==> src/hw/beacon_pkg.sv <==
/*
 * Shared constants and types for the beacon flash sequencer.
 * Assumes one 250 MHz clock and a synchronous active-high reset.
 */
package beacon_pkg;

    // clock and time base
    localparam int unsigned CLOCK_PERIOD_NS = 4;
    localparam int unsigned MS_NS           = 1000000;
    localparam int unsigned TICK_CYCLES_DEF = MS_NS / CLOCK_PERIOD_NS;

    // flash pattern timing, milliseconds, and flash rate limits in Hz
    localparam logic [7:0] PHASE_MS   = 8'h32;
    localparam logic [7:0] REST_MS    = 8'hFA;
    localparam int unsigned CYCLE_MS  = 800;
    localparam logic [9:0] CYCLE_LAST = 10'h31F;
    localparam int unsigned FLASH_MIN = 5;
    localparam int unsigned FLASH_MAX = 30;

    // phase indices of the twelve-phase wig_wag_strobe_pattern
    localparam logic [3:0] PH_FIRST      = 4'h0;
    localparam logic [3:0] PH_BOTH_FIRST = 4'h8;
    localparam logic [3:0] PH_REST       = 4'hB;

    // button debounce and link strobe lengths, milliseconds
    localparam logic [4:0] DEBOUNCE_MS = 5'h14;
    localparam logic [1:0] STROBE_MS   = 2'h2;

    localparam int unsigned PERIOD_W_DEF = 16;

    typedef enum logic {
        S_IDLE,
        S_FLASH
    } seq_state_t;

    typedef struct packed {
        logic left;
        logic right;
    } lamp_pair_t;

    localparam lamp_pair_t LAMPS_OFF = '{left: 1'b0, right: 1'b0};

    function automatic logic [7:0] phase_len(input logic [3:0] idx);
        return (idx == PH_REST) ? REST_MS : PHASE_MS;
    endfunction

    function automatic lamp_pair_t phase_lamps(input logic [3:0] idx);
        lamp_pair_t l;
        l = LAMPS_OFF;
        case (idx)
            4'h0, 4'h4: l.left = 1'b1;
            4'h2, 4'h6: l.right = 1'b1;
            4'h8, 4'hA: l = '{left: 1'b1, right: 1'b1};
            default: l = LAMPS_OFF;
        endcase
        return l;
    endfunction

endpackage

==> src/hw/beacon_flash_sequencer.sv <==
/*
 * Flash sequencer for a rapid_flash_warning_beacon at a crosswalk.
 * Assumes link_in is the wired-OR of link_out of every unit of the
 * crosswalk, this unit included, and arrives asynchronously.
 */
// Overview of operation
// - repeat an exact 800 ms flash cycle
// - twice left, dark, right, dark, 50 ms
// - then both, dark, both, 50 ms each
// - end with 250 ms dark, restart left
// - flash cycle rate outside 5..30 Hz
// - dark when idle, start on actuation
// - stop after the active period elapses
// - active period is a settable input
// - all crosswalk units start, stop together
// - confirmation lamp lit while flashing
module beacon_flash_sequencer
    import beacon_pkg::*;
#(
    parameter int unsigned TICK_CYCLES = TICK_CYCLES_DEF,
    parameter int unsigned PERIOD_W    = PERIOD_W_DEF
) (
    input  wire logic                clock,         // 250 MHz system clock
    input  wire logic                srst,          // sync reset, active high
    input  wire logic                button,        // pushbutton pin
    input  wire logic [PERIOD_W-1:0] period_ms,     // active period in ms
    input  wire logic                link_in,       // wired-OR crosswalk link
    output logic                     link_out,      // start strobe to link
    output logic                     lamp_left,     // left yellow indication
    output logic                     lamp_right,    // right yellow indication
    output logic                     confirm_lamp   // pedestrian confirmation
);

    generate
        if (PERIOD_W < 1 || PERIOD_W > 32) begin : g_bad_w
            $error("PERIOD_W out of range");
        end
        if (1000 / CYCLE_MS >= FLASH_MIN && 1000 / CYCLE_MS <= FLASH_MAX) begin : g_bad_rate
            $error("flash rate inside forbidden band");
        end
    endgenerate

    logic tick;
    logic press;
    logic start_evt;
    logic tick_clear;

    ms_tick_divider #(
        .TICK_CYCLES (TICK_CYCLES)
    ) u_tick (
        .clock (clock),
        .srst  (srst),
        .clear (tick_clear),
        .tick  (tick)
    );

    button_debounce u_button (
        .clock (clock),
        .srst  (srst),
        .tick  (tick),
        .raw   (button),
        .press (press)
    );

    // link synchroniser, level accepted when stages 2 and 3 agree
    logic [2:0] link_sync_q;
    logic       link_lvl_q, link_lvl_d;

    always_comb begin
        link_lvl_d = (link_sync_q[2] == link_sync_q[1]) ? link_sync_q[1] : link_lvl_q;
    end

    always_ff @(posedge clock) begin
        if (srst) begin
            link_sync_q <= '0;
            link_lvl_q  <= 1'b0;
        end else begin
            link_sync_q <= {link_sync_q[1:0], link_in};
            link_lvl_q  <= link_lvl_d;
        end
    end

    // every unit starts on the same link edge, its own included
    assign start_evt = link_lvl_d && !link_lvl_q;

    // outgoing start strobe
    logic [1:0] strobe_q, strobe_d;
    logic       link_out_q, link_out_d;

    always_comb begin
        strobe_d = strobe_q;
        if (press) begin
            strobe_d = STROBE_MS;
        end else if (tick && strobe_q != '0) begin
            strobe_d = strobe_q - 1'b1;
        end
        link_out_d = (strobe_d != '0);
    end

    always_ff @(posedge clock) begin
        if (srst) begin
            strobe_q   <= '0;
            link_out_q <= 1'b0;
        end else begin
            strobe_q   <= strobe_d;
            link_out_q <= link_out_d;
        end
    end

    // sequencer state
    seq_state_t          state_q, state_d;
    logic [3:0]          phase_q, phase_d;
    logic [7:0]          ph_ms_q, ph_ms_d;
    logic [PERIOD_W-1:0] remain_q, remain_d;
    lamp_pair_t          lamps_q, lamps_d;
    logic                confirm_q, confirm_d;
    logic                phase_end;

    assign phase_end  = (ph_ms_q == phase_len(phase_q) - 8'h01);
    assign tick_clear = start_evt && (state_q == S_IDLE);

    always_comb begin
        state_d  = state_q;
        phase_d  = phase_q;
        ph_ms_d  = ph_ms_q;
        remain_d = remain_q;
        unique case (state_q)
            S_IDLE: begin
                if (start_evt && period_ms != '0) begin
                    state_d  = S_FLASH;
                    phase_d  = PH_FIRST;
                    ph_ms_d  = '0;
                    remain_d = period_ms;
                end
            end
            S_FLASH: begin
                if (tick) begin
                    // step through phases, wrap each cycle
                    if (phase_end) begin
                        ph_ms_d = '0;
                        // after rest, back to left phase
                        phase_d = (phase_q == PH_REST) ? PH_FIRST : phase_q + 4'h1;
                    end else begin
                        ph_ms_d = ph_ms_q + 8'h01;
                    end
                    remain_d = remain_q - 1'b1;
                end
                if (start_evt && period_ms != '0) begin
                    remain_d = period_ms;
                end else if (tick && remain_q == PERIOD_W'(1)) begin
                    state_d = S_IDLE;
                    phase_d = PH_FIRST;
                    ph_ms_d = '0;
                end
            end
        endcase
        lamps_d   = (state_d == S_FLASH) ? phase_lamps(phase_d) : LAMPS_OFF;
        confirm_d = (state_d == S_FLASH);
    end

    always_ff @(posedge clock) begin
        if (srst) begin
            state_q   <= S_IDLE;
            phase_q   <= PH_FIRST;
            ph_ms_q   <= '0;
            remain_q  <= '0;
            lamps_q   <= LAMPS_OFF;
            confirm_q <= 1'b0;
        end else begin
            state_q   <= state_d;
            phase_q   <= phase_d;
            ph_ms_q   <= ph_ms_d;
            remain_q  <= remain_d;
            lamps_q   <= lamps_d;
            confirm_q <= confirm_d;
        end
    end

    assign link_out     = link_out_q;
    assign lamp_left    = lamps_q.left;
    assign lamp_right   = lamps_q.right;
    assign confirm_lamp = confirm_q;

    // cycle length helper, only for checking
    logic [9:0] cyc_ms_q, cyc_ms_d;

    always_comb begin
        cyc_ms_d = cyc_ms_q;
        if (state_q == S_IDLE) begin
            cyc_ms_d = '0;
        end else if (tick) begin
            cyc_ms_d = (phase_end && phase_q == PH_REST) ? 10'h000 : cyc_ms_q + 10'h001;
        end
    end

    always_ff @(posedge clock) begin
        if (srst) begin
            cyc_ms_q <= '0;
        end else begin
            cyc_ms_q <= cyc_ms_d;
        end
    end
endmodule

==> src/hw/ms_tick_divider.sv <==
/*
 * Divides the system clock into a one-cycle millisecond tick.
 * Assumes clear comes from logic on the same clock.
 */
module ms_tick_divider
    import beacon_pkg::*;
#(
    parameter int unsigned TICK_CYCLES = TICK_CYCLES_DEF
) (
    input  wire logic clock,  // system clock
    input  wire logic srst,   // sync reset
    input  wire logic clear,  // restart the millisecond
    output logic      tick    // one-cycle pulse per ms
);

    localparam int unsigned CW = $clog2(TICK_CYCLES);
    localparam logic [CW-1:0] LAST = CW'(TICK_CYCLES - 1);

    logic [CW-1:0] cnt_q, cnt_d;
    logic          tick_q, tick_d;

    generate
        if (TICK_CYCLES < 2) begin : g_bad
            $error("TICK_CYCLES must be at least 2");
        end
    endgenerate

    always_comb begin
        cnt_d  = (clear || cnt_q == LAST) ? '0 : cnt_q + 1'b1;
        tick_d = !clear && (cnt_q == LAST);
    end

    always_ff @(posedge clock) begin
        if (srst) begin
            cnt_q  <= '0;
            tick_q <= 1'b0;
        end else begin
            cnt_q  <= cnt_d;
            tick_q <= tick_d;
        end
    end

    assign tick = tick_q;

endmodule

==> src/hw/button_debounce.sv <==
/*
 * Synchronises and debounces the pedestrian pushbutton, one pulse per press.
 * Assumes a raw pin from outside the clock domain and a ms tick.
 */
module button_debounce
    import beacon_pkg::*;
(
    input  wire logic clock,   // system clock
    input  wire logic srst,    // sync reset
    input  wire logic tick,    // millisecond tick
    input  wire logic raw,     // pushbutton pin, active high
    output logic      press    // one-cycle pulse per press
);

    logic [2:0] sync_q;
    logic [4:0] stab_q, stab_d;
    logic       level_q, level_d;
    logic       press_q, press_d;

    always_comb begin
        stab_d  = stab_q;
        level_d = level_q;
        if (sync_q[2] != sync_q[1] || sync_q[1] == level_q) begin
            stab_d = '0;
        end else if (tick) begin
            stab_d = stab_q + 1'b1;
            if (stab_q == DEBOUNCE_MS - 1'b1) begin
                stab_d  = '0;
                level_d = sync_q[1];
            end
        end
        press_d = level_d && !level_q;
    end

    always_ff @(posedge clock) begin
        if (srst) begin
            sync_q  <= '0;
            stab_q  <= '0;
            level_q <= 1'b0;
            press_q <= 1'b0;
        end else begin
            sync_q  <= {sync_q[1:0], raw};
            stab_q  <= stab_d;
            level_q <= level_d;
            press_q <= press_d;
        end
    end

    assign press = press_q;

endmodule

==> config.mk <==
export PLATFORM = sky130hd
export DESIGN_NAME = beacon_flash_sequencer
export DESIGN_NICKNAME = d
export VERILOG_FILES = /design/src/hw/beacon_pkg.sv /design/src/hw/beacon_flash_sequencer.sv /design/src/hw/ms_tick_divider.sv /design/src/hw/button_debounce.sv
export SDC_FILE = /design/constraint.sdc
export NUM_CORES = 1
export LEC_CHECK = 0
export BUFFER_PORTS_ARGS = -buffer_cell sky130_fd_sc_hd__buf_2
export CAP_MARGIN = 20
export CELL_PAD_IN_SITES_DETAIL_PLACEMENT = 2
export CELL_PAD_IN_SITES_GLOBAL_PLACEMENT = 2
export CORE_UTILIZATION = 33
export DETAILED_ROUTE_END_ITERATION = 8
export HOLD_SLACK_MARGIN = 0.12
export PLACE_DENSITY = 0.8
export SLEW_MARGIN = 20
export SYNTH_ARGS = -nofsm -noshare
export SYNTH_HDL_FRONTEND = slang
export SYNTH_SLANG_ARGS = --single-unit
==> constraint.sdc <==
create_clock -name clock -period 1.74 [get_ports clock]
set_input_delay 0.087 -clock clock [delete_from_list [all_inputs] [get_ports clock]]
set_output_delay 0.087 -clock clock [all_outputs]
set_load 0.01 [all_outputs]
==> flow_summary.toml, run 1 <==
[final_layout]
final_layout_size_suffix_gt1_share_pct = 40.46
syn_to_final_growth_pct = 45.71
multiInputGateArea_sq_um = 2140
n_fill_cell = 1023
layout_commonest_cell = "buf_4"
nets = 542
seq_area_sq_um = 1355
final_cell_mix = "buf_4, nor2_1, dfxtp_1"
final_util_pct = 49.74
antenna_cells = 0

[synth]
synth_edf_count = 0
synth_cell_types = 55
ys_ff_latch = 67
netlist_instances = 396
yosys-top-cells-area = "dfxtp_1, nor2_1, xnor2_1"
synth-async-reset-ratio_pct = 0
syn_nets = 424
synth_area_sq_um = 3337
synth-seq-area-share_pct = 40.19
synth_top_area_share_pct = 40.19
syn_avg_cell_area_sq_um = 8.427
synth_top_area_cell = "dfxtp_1"
yosys_most_used_dff = "dfxtp_1"
yosys_warnings = 0

[clocking]
cts.sinks = 67
clockBufferDepth = 2
htree_levels = 3
cts_root_buf = "clkbuf_8"
cts_buffers = 9
worst_skew_pair.late_latency_ps = 380
cts_tree = "built"
path_clk_slew_ps = 80

[route]
top_layer = "met4"
drcViolationCount = 0
wl_met1_mm = 6.646
detail_route.wl_per_cell_um = 25.49
wl_met3_um = 592
via_per_inst = 5.571
firstDrtPassIters = 4
ant_nets = 0
met2WireLength_mm = 8.624
drtIter0Drc = 102
routed_wl_mm = 16.62
dr_total_vias = 3632

[global_route]
antenna_found_initial = 0
grt_pass1_wl_mm = 22.29
track_usage_pct = 29.34
grt_max_degree = 26
grt_pass1_vias = 3960
overflow = 0

[pwr]
powerDensity_nw_per_um2 = 694.7
peakVddDrop_v = 0.0004176
total_power_mw = 3.378
power.leakage_nw = 1.900

[place]
gp_congestion = 0.8089
port_buffers = 23
hpwlAfterDp_mm = 8.562

[timing]
rsz0062_at_grt = "yes"
fmax_mhz = 450.7
worstMarginPinSlew_ps = 507.4
finalWorstSetupSlack_ps = -478.8
post-route-period-util_pct = 127.5
finClkSkew_ps = 11.69
finalSetupViolCount = 27
maxSlewHeadroom_pct = 66.05
slew_violations = 0
finalHoldViolations = 0
fin_crit_ps = 2219

[floorplan]
io_pins = 24
die_h_um = 102.6
rows = 36
fp.dieW_um = 102.6
dieArea_sq_um = 10520
start_util_pct = 34.14
coreArea_sq_um = 9774

[outcome]
outcome = "finished with violations"
violations = "setup timing"

[critical_path]
end_kind = "flop"
worstSetupStartpointType = "flop"
crit_fanout = 3
cp_data_required_time_ps = 2020
r2r_end = "remain_q[13]$_SDFFE_PP0P_"
path_class = "reg2reg"
r2r_cells = 8
reg2reg_from = "remain_q[6]$_SDFFE_PP0P_"
arrival_ps = 2490
rrSetupSlack_ps = -480

[hold_path]
hold_depth = 4
whs_endpoint = "remain_q[14]$_SDFFE_PP0P_"
hold_class = "in2reg"
hp-start = "period_ms[14]"

[flow_run]
maxCapViolCount = 0
## cell type report
class / count / share of cell area [%]
Clock buffer: 11 / 2.908
Clock inverter: 5 / 1.750
Inverter: 14 / 1.081
Multi-Input combinational cell: 298 / 44.00
Sequential cell: 67 / 27.87
Tap cell: 133 / 3.423
Timing Repair Buffer: 124 / 18.97
## routing by layer
layer  up-vias  GRT usage, %
met4         0         16.37
met5         -             0
met3        43         5.831
li1       1628             -
met1      1852         31.84
met2       109         53.23
## flip-flops by register name, summed over array words and instances, names as in the netlist
register / count
u_tick.cnt_q: 18
remain_q: 16
ph_ms_q: 8
u_button.stab_q: 5
phase_q: 4
link_sync_q: 3
u_button.sync_q: 3
strobe_q: 2
confirm_lamp: 1
lamp_left: 1
lamp_right: 1
link_lvl_q: 1
link_out: 1
u_button.level_q: 1
u_button.press: 1
u_tick.tick: 1
## what timing repair did
action / CTS / global route
endpoints found under the hold margin: 5 / 0
buffers inserted: 5 / 6
pin swaps: 14 / 16
endpoints found under the setup margin: 28 / 33
resized for setup: 37 / 32
hold buffers: 5 / 0
## worst max-delay path, stage by stage (launching register included)
cell and delay (ps):
dfxtp_2 350, or4_4 590, buf_4 160, buf_6 130, nor2_4 110, nand2_4 90
nor4_4 300, xnor2_1 150, a211oi_1 250
## synth_stat cells (9+ instances only)
| cell type | number |
|---|---|
| a211oi_1 | 12 |
| nand2_1 | 33 |
| xnor2_1 | 15 |
| xor2_1 | 13 |
| clkbuf_1 | 9 |
| nand3_1 | 20 |
| o21ai_0 | 13 |
| nor3_1 | 14 |
| nor2_1 | 65 |
| dfxtp_1 | 67 |
| a21oi_1 | 20 |
| inv_1 | 14 |
## report_power, final
part / switching, mW / leakage, nW / internal (mW)
clock network: 0.763 / 0.110 / 0.856
logic: 0.102 / 1.24 / 0.0944
registers: 0.0147 / 0.546 / 1.55
total: 0.880 / 1.90 / 2.50
## how the worst max path moves through the flow
stage	from	to	slack (ps)	cells after the start
floorplan	remain_q[6]$_SDFFE_PP0P_	ph_ms_q[2]$_SDFFE_PP0P_	-140	7
global route	remain_q[6]$_SDFFE_PP0P_	remain_q[13]$_SDFFE_PP0P_	-510	8
detailed placement	remain_q[0]$_SDFFE_PP0P_	remain_q[8]$_SDFFE_PP0P_	-390	9
global placement	phase_q[1]$_SDFF_PP0_	lamp_left$_SDFF_PP0_	-220	8
finish	remain_q[6]$_SDFFE_PP0P_	remain_q[13]$_SDFFE_PP0P_	-480	8
CTS	remain_q[6]$_SDFFE_PP0P_	ph_ms_q[2]$_SDFFE_PP0P_	-340	7
## metrics by stage
step | std cells | TNS [ps] | instance area, sq um | setup slack, ps | hold WS [ps]
5_1_grt | 652 | -7003 | 4862 | -506.8 | 188.9
3_3_place_gp | 620 | -3179 | 4228 | -219.7 | 303.7
6_report | 652 | -5530 | 4862 | -478.8 | 180.3
2_1_floorplan | 396 | -958.4 | 3377 | -143.8 | 215.2
4_1_cts | 646 | -4405 | 4697 | -344.5 | 122.3
3_5_place_dp | 620 | -6141 | 4228 | -393.9 | 310.6
## logic make-up (layout without fill, tap and decap cells)
logic type      count (synthesis)  after routing  synth area share (%)
flops                          67             67                 40.20
mux                             5              5                 1.912
compound gates                 69             69                 13.95
fa+ha+maj                       8              8                 3.000
simple gates                  188            188                 29.21
buf+inv                        31            154                 4.387
xor+xnor                       28             28                 7.349
No activity file was read; power rests on OpenSTA's default activity.
==> inputs of run 2 (changes only) <==
Settings changed: CORE_MARGIN set to 5.
==> run 2 against run 1 <==
  * The run still ends with setup timing left
  * First-iteration DRC count rose to 2.5 times the previous value
  * Die area rose by 16%
  * Register-to-register slack barely moved
  * Count of clock-buffer cells in the layout fell by 2
  * Cell count rose by 1.7%
  * Non-clock buffer count rose by 11
  * Power fell by 5.7%
  * Global-route usage barely moved
  * Utilization rose by 2.8 points
  * Clock skew rose by 5.4 ps
  * Largest power group is now sequential cells
==> flow_summary.toml, run 2 (synthesized netlist as in run 1, its figures left out) <==
[outcome]
outcome = "finished with violations"
violations = "setup timing"

[final_layout]
final_layout_size_suffix_gt1_share_pct = 47.64
largest_register_ffs = 18
layout_commonest_cell = "buf_4"
n_fill_cell = 1021
reg_top3 = "u_tick.cnt_q x18, remain_q x16, ph_ms_q x8"
nets = 553
final_util_pct = 52.50
final_cell_mix = "buf_4, nor2_1, dfxtp_1"
regMostFlops = "u_tick.cnt_q"
syn_to_final_growth_pct = 54.48
final_cell_area_sq_um = 5155

[floorplan]
fp.dieW_um = 110.6
start_util_pct = 33.98
dieArea_sq_um = 12220
die_h_um = 110.6
rows = 36
coreArea_sq_um = 9819
io_pins = 24

[route]
routed_wl_mm = 20.31
via_per_inst = 5.759
firstDrtPassIters = 4
dr_total_vias = 3818
ant_nets = 0
drtIter0Drc = 258
detail_route.wl_per_cell_um = 30.63
drcViolationCount = 0

[global_route]
overflow = 0
track_usage_pct = 29.38
antenna_found_initial = 1
grt_max_degree = 28
grt_pass1_vias = 4300
grt_pass1_wl_mm = 27.35

[timing]
finClkSkew_ps = 17.14
finalHoldViolations = 0
finalSetupViolCount = 29
fin_crit_ps = 2223
rsz0062_at_grt = "yes"
fmax_mhz = 449.7
finalWorstSetupSlack_ps = -483.5
post-route-period-util_pct = 127.8
worstMarginPinSlew_ps = 511.2
slew_violations = 0
maxSlewHeadroom_pct = 65.56

[clocking]
cts.sinks = 67
htree_levels = 3
cts_buffers = 9
cts_root_buf = "clkbuf_8"
clockBufferDepth = 2
path_clk_slew_ps = 90
cts_tree = "built"
worst_skew_pair.late_latency_ps = 380

[critical_path]
arrival_ps = 2530
path_delay_family = "simple AND/OR/NAND/NOR gates"
worstSetupStartpointType = "flop"
crit_fanout = 3
slowest_stage = "dfxtp_1"
crit_buf_inv = 2
path_cells = "inv_1 > ha_1 > nand4b_1 > buf_4 > nor2_1 > nand2_2 > o21ai_4 > a211o_1 > o211ai_2 > a21oi_1"
end_kind = "flop"
slowest_delay_ps = 340
cp_data_required_time_ps = 2040
path_class = "reg2reg"

[place]
port_buffers = 23
gp_congestion = 0.8237
place_area_sq_um = 4253
hpwlAfterDp_mm = 9.598

[pwr]
powerDensity_nw_per_um2 = 618.1
p_sw_mw = 0.8882
p_comb_share_pct = 6.6
switching_share_pct = 27.88
intPower_mw = 2.298
clock_power_share_pct = 44.3
peakVddDrop_v = 0.0004043
power.share.sequential_pct = 49.1
power.leakage_nw = 2.009

[flow_run]
maxCapViolCount = 0

[hold_path]
hold_class = "in2reg"
==> run 2: power groups by stage <==
stage | sequential (mW) | clock (mW) | combinational, mW
2_1_floorplan | 1.59 | 0 | 0.0563
3_3_place_gp | 1.59 | 0 | 0.145
3_5_place_dp | 1.59 | 0 | 0.157
4_1_cts | 1.56 | 1.36 | 0.183
5_1_grt | 1.57 | 1.45 | 0.219
6_report | 1.56 | 1.41 | 0.211
==> run 2: worst reg2reg max path, delay by kind of cell (launching register included) <==
family / cells / cell delay (ps)
AND/OR/NAND/NOR: 3 / 700
adder cells (fa/ha/maj): 1 / 130
flip-flops: 1 / 340
AO/OA/AOI/OAI: 4 / 700
buffers and inverters: 2 / 290
==> run 2: repair_timing <==
action | in CTS | in global routing
endpoints found under the setup margin | 48 | 49
gates resized for setup | 64 | 60
setup buffers | 9 | 12
hold buffers | 4 | 0
endpoints found under the hold margin | 4 | 0
pin swaps | 26 | 26
==> run 2: metal layers <==
layer  up-vias  part of all wire [%]  track usage [%]
li1       1654                     -                -
met1      1949                    38            30.49
met2       150                    52            53.88
met3        65                   4.3            6.619
met4         0                   5.2            16.91
met5         -                     0                0
==> run 2: stage by stage <==
step / setup WS, ps / TNS, ps / total power, mW / instances / hold WS (ps)
floorplan: -143.8 / -958.4 / 1.648 / 396 / 215.2
finish: -483.5 / -7562 / 3.186 / 663 / 131.1
CTS: -333.3 / -4617 / 3.099 / 653 / 122.5
global placement: -272.3 / -3228 / 1.736 / 625 / 297.6
global route: -543.7 / -9705 / 3.233 / 663 / 137.6
detailed placement: -519.6 / -6933 / 1.751 / 625 / 307.6
==> run 2: area by class of cell <==
class                           instances  area, sq um  share of cell area, %
Sequential cell                        67         1368                  26.53
Clock buffer                            9        123.9                  2.403
Tap cell                              133        166.4                  3.228
Clock inverter                          6        67.56                  1.311
Inverter                               14        57.56                  1.117
Multi-Input combinational cell        298         2338                  45.36
Antenna cell                            1        2.502                0.04854
Timing Repair Buffer                  135         1031                  20.00
==> run 2: final timing paths <==
kind,from,to,slack (ps),cells after the start
worst max-delay path,ph_ms_q[1]$_SDFFE_PP0P_,lamp_right$_SDFF_PP0_,-480,10
worst min-delay path,period_ms[1],remain_q[1]$_SDFFE_PP0P_,130,4
worst max register to register,ph_ms_q[1]$_SDFFE_PP0P_,lamp_right$_SDFF_PP0_,-480,10
worst min register to register,u_tick.cnt_q[0]$_SDFF_PP0_,u_tick.cnt_q[0]$_SDFF_PP0_,500,1
==> inputs of run 3 (changes only) <==
Settings changed: CTS_BUF_LIST set to sky130_fd_sc_hd__clkbuf_16.
==> run 3 against run 2 <==
  * The flow still finishes with violations (setup timing)
  * Final area grew 1.3%
  * Count of clock-buffer cells in the layout is the same
  * Global-route usage grew 1.0 points
  * Power grew 16%
  * Cell count is the same
  * Die area is the same
  * First-iteration DRC count shrank 18%
  * Clock skew shrank 3.7 ps
  * Critical path type unchanged
  * Largest power group is now the clock network
==> flow_summary.toml, run 3 (synthesized netlist as in run 1, its figures left out) <==
[route]
drcViolationCount = 0
drtIter0Drc = 211
dr_total_vias = 3899
firstDrtPassIters = 7
detail_route.wl_per_cell_um = 30.93
routed_wl_mm = 20.51
ant_nets = 0
via_per_inst = 5.881

[pwr]
powerDensity_nw_per_um2 = 707.3
peakVddDrop_v = 0.0006922
total_power_mw = 3.693
power.leakage_nw = 2.006

[floorplan]
die_h_um = 110.6
dieArea_sq_um = 12220
fp.dieW_um = 110.6
start_util_pct = 33.98
coreArea_sq_um = 9819
rows = 36
io_pins = 24

[timing]
worstMarginPinSlew_ps = 529.1
maxSlewHeadroom_pct = 64.49
rsz0062_at_grt = "yes"
finalSetupViolCount = 31
fin_crit_ps = 2294
fmax_mhz = 435.8
finalSetupTns_ps = -9569
holdWs_ps = 168.0
finalHoldViolations = 0
finClkSkew_ps = 13.43
slew_violations = 0
finalWorstSetupSlack_ps = -554.4
post-route-period-util_pct = 131.9

[global_route]
grt_pass1_vias = 4351
track_usage_pct = 30.38
grt_pass1_wl_mm = 28.07
antenna_found_initial = 2
overflow = 0
grt_max_degree = 28

[hold_path]
hold_class = "in2reg"

[clocking]
clockBufferDepth = 2
cts_root_buf = "clkbuf_16"
htree_levels = 3
cts.sinks = 67
cts_tree = "built"
cts_buffers = 9
worst_skew_pair.late_latency_ps = 350
path_clk_slew_ps = 60

[critical_path]
end_kind = "flop"
arrival_ps = 2510
path_class = "reg2reg"
slowest_stage = "nor4_4"
slowest_delay_ps = 410
cp_data_required_time_ps = 1960
crit_fanout = 6
path_cells = "inv_2 > ha_1 > nand3b_1 > nor4_4 > o211ai_4 > nor3b_4 > a21o_1 > a22oi_2 > nor2_1"
worstSetupStartpointType = "flop"

[final_layout]
largest_register_ffs = 18
reg_top3 = "u_tick.cnt_q x18, remain_q x16, ph_ms_q x8"
regMostFlops = "u_tick.cnt_q"
final_layout_size_suffix_gt1_share_pct = 46.02
nets = 552
final_util_pct = 53.17
syn_to_final_growth_pct = 56.47
layout_commonest_cell = "buf_4"
instances_no_fill = 663
final_cell_mix = "buf_4, nor2_1, dfxtp_1"
final_cell_area_sq_um = 5221

[outcome]
violations = "setup timing"
outcome = "finished with violations"

[flow_run]
maxCapViolCount = 0

[place]
place_area_sq_um = 4253
dp_slack_ps = -519.6
hpwlAfterDp_mm = 9.598
placed_cells = 625
port_buffers = 23
gp_congestion = 0.8237
[run 3: cell types whose count changed in the layout (fill, tap and decap cells not counted), moves of 4 or more]
cell | previous run | this run
clkbuf_16 | 0 | 9
nor2_2 | 10 | 4
nor2_1 | 52 | 56
clkbuf_8 | 9 | 0
buf_4 | 93 | 97
buf_6 | 14 | 10
[run 3: repair_timing]
item,4_1_cts,5_1_grt
endpoints found under the setup margin,51,50
resized for setup,79,33
hold endpoints to repair,3,0
setup buffers,15,4
pin swaps,27,16
hold buffers,3,0
[run 3: report_power, final]
| part | internal (mW) | switching (mW) | leakage [nW] |
|---|---|---|---|
| Clock | 1.11 | 0.807 | 0.137 |
| Sequential | 1.55 | 0.0168 | 0.547 |
| Combinational | 0.0967 | 0.118 | 1.32 |
[run 3: per-layer routing]
metal / GRT usage [%] / up-vias / share of wire, %
met1: 34.56 / 1955 / 38
met2: 53.92 / 198 / 50
met3: 6.783 / 85 / 5.3
met5: 0 / - / 0
met4: 13.79 / 0 / 5.8
li1: - / 1661 / -
[run 3: critical path: cells and delay by family (launching register included)]
kind                       cells  cell delay [ps]
AOI/OAI and AO/OA              3              580
adders and majority gates      1              260
buffers and inverters          1              110
DFF                            1              340
and+or+nand+nor                4              870
[run 3: worst paths after layout]
| check | end | slack, ps | depth (start not counted) | start |
|---|---|---|---|---|
| min | remain_q[2]$_SDFFE_PP0P_ | 170 | 4 | period_ms[2] |
| min reg2reg | u_button.sync_q[1]$_SDFF_PP0_ | 490 | 1 | u_button.sync_q[0]$_SDFF_PP0_ |
| max | ph_ms_q[2]$_SDFFE_PP0P_ | -550 | 9 | remain_q[1]$_SDFFE_PP0P_ |
| max reg2reg | ph_ms_q[2]$_SDFFE_PP0P_ | -550 | 9 | remain_q[1]$_SDFFE_PP0P_ |
[run 3: layout make-up]
| class | count | area [sq um] |
|---|---|---|
| diodes | 2 | 5.005 |
| clock buffers | 9 | 225.2 |
| clock inverters | 6 | 67.56 |
| fillers | 1040 | 4598 |
| inverters | 14 | 52.55 |
| multi-input cells | 298 | 2342 |
| flip-flops and latches | 67 | 1356 |
| well taps | 133 | 166.4 |
| repair buffers | 134 | 1006 |
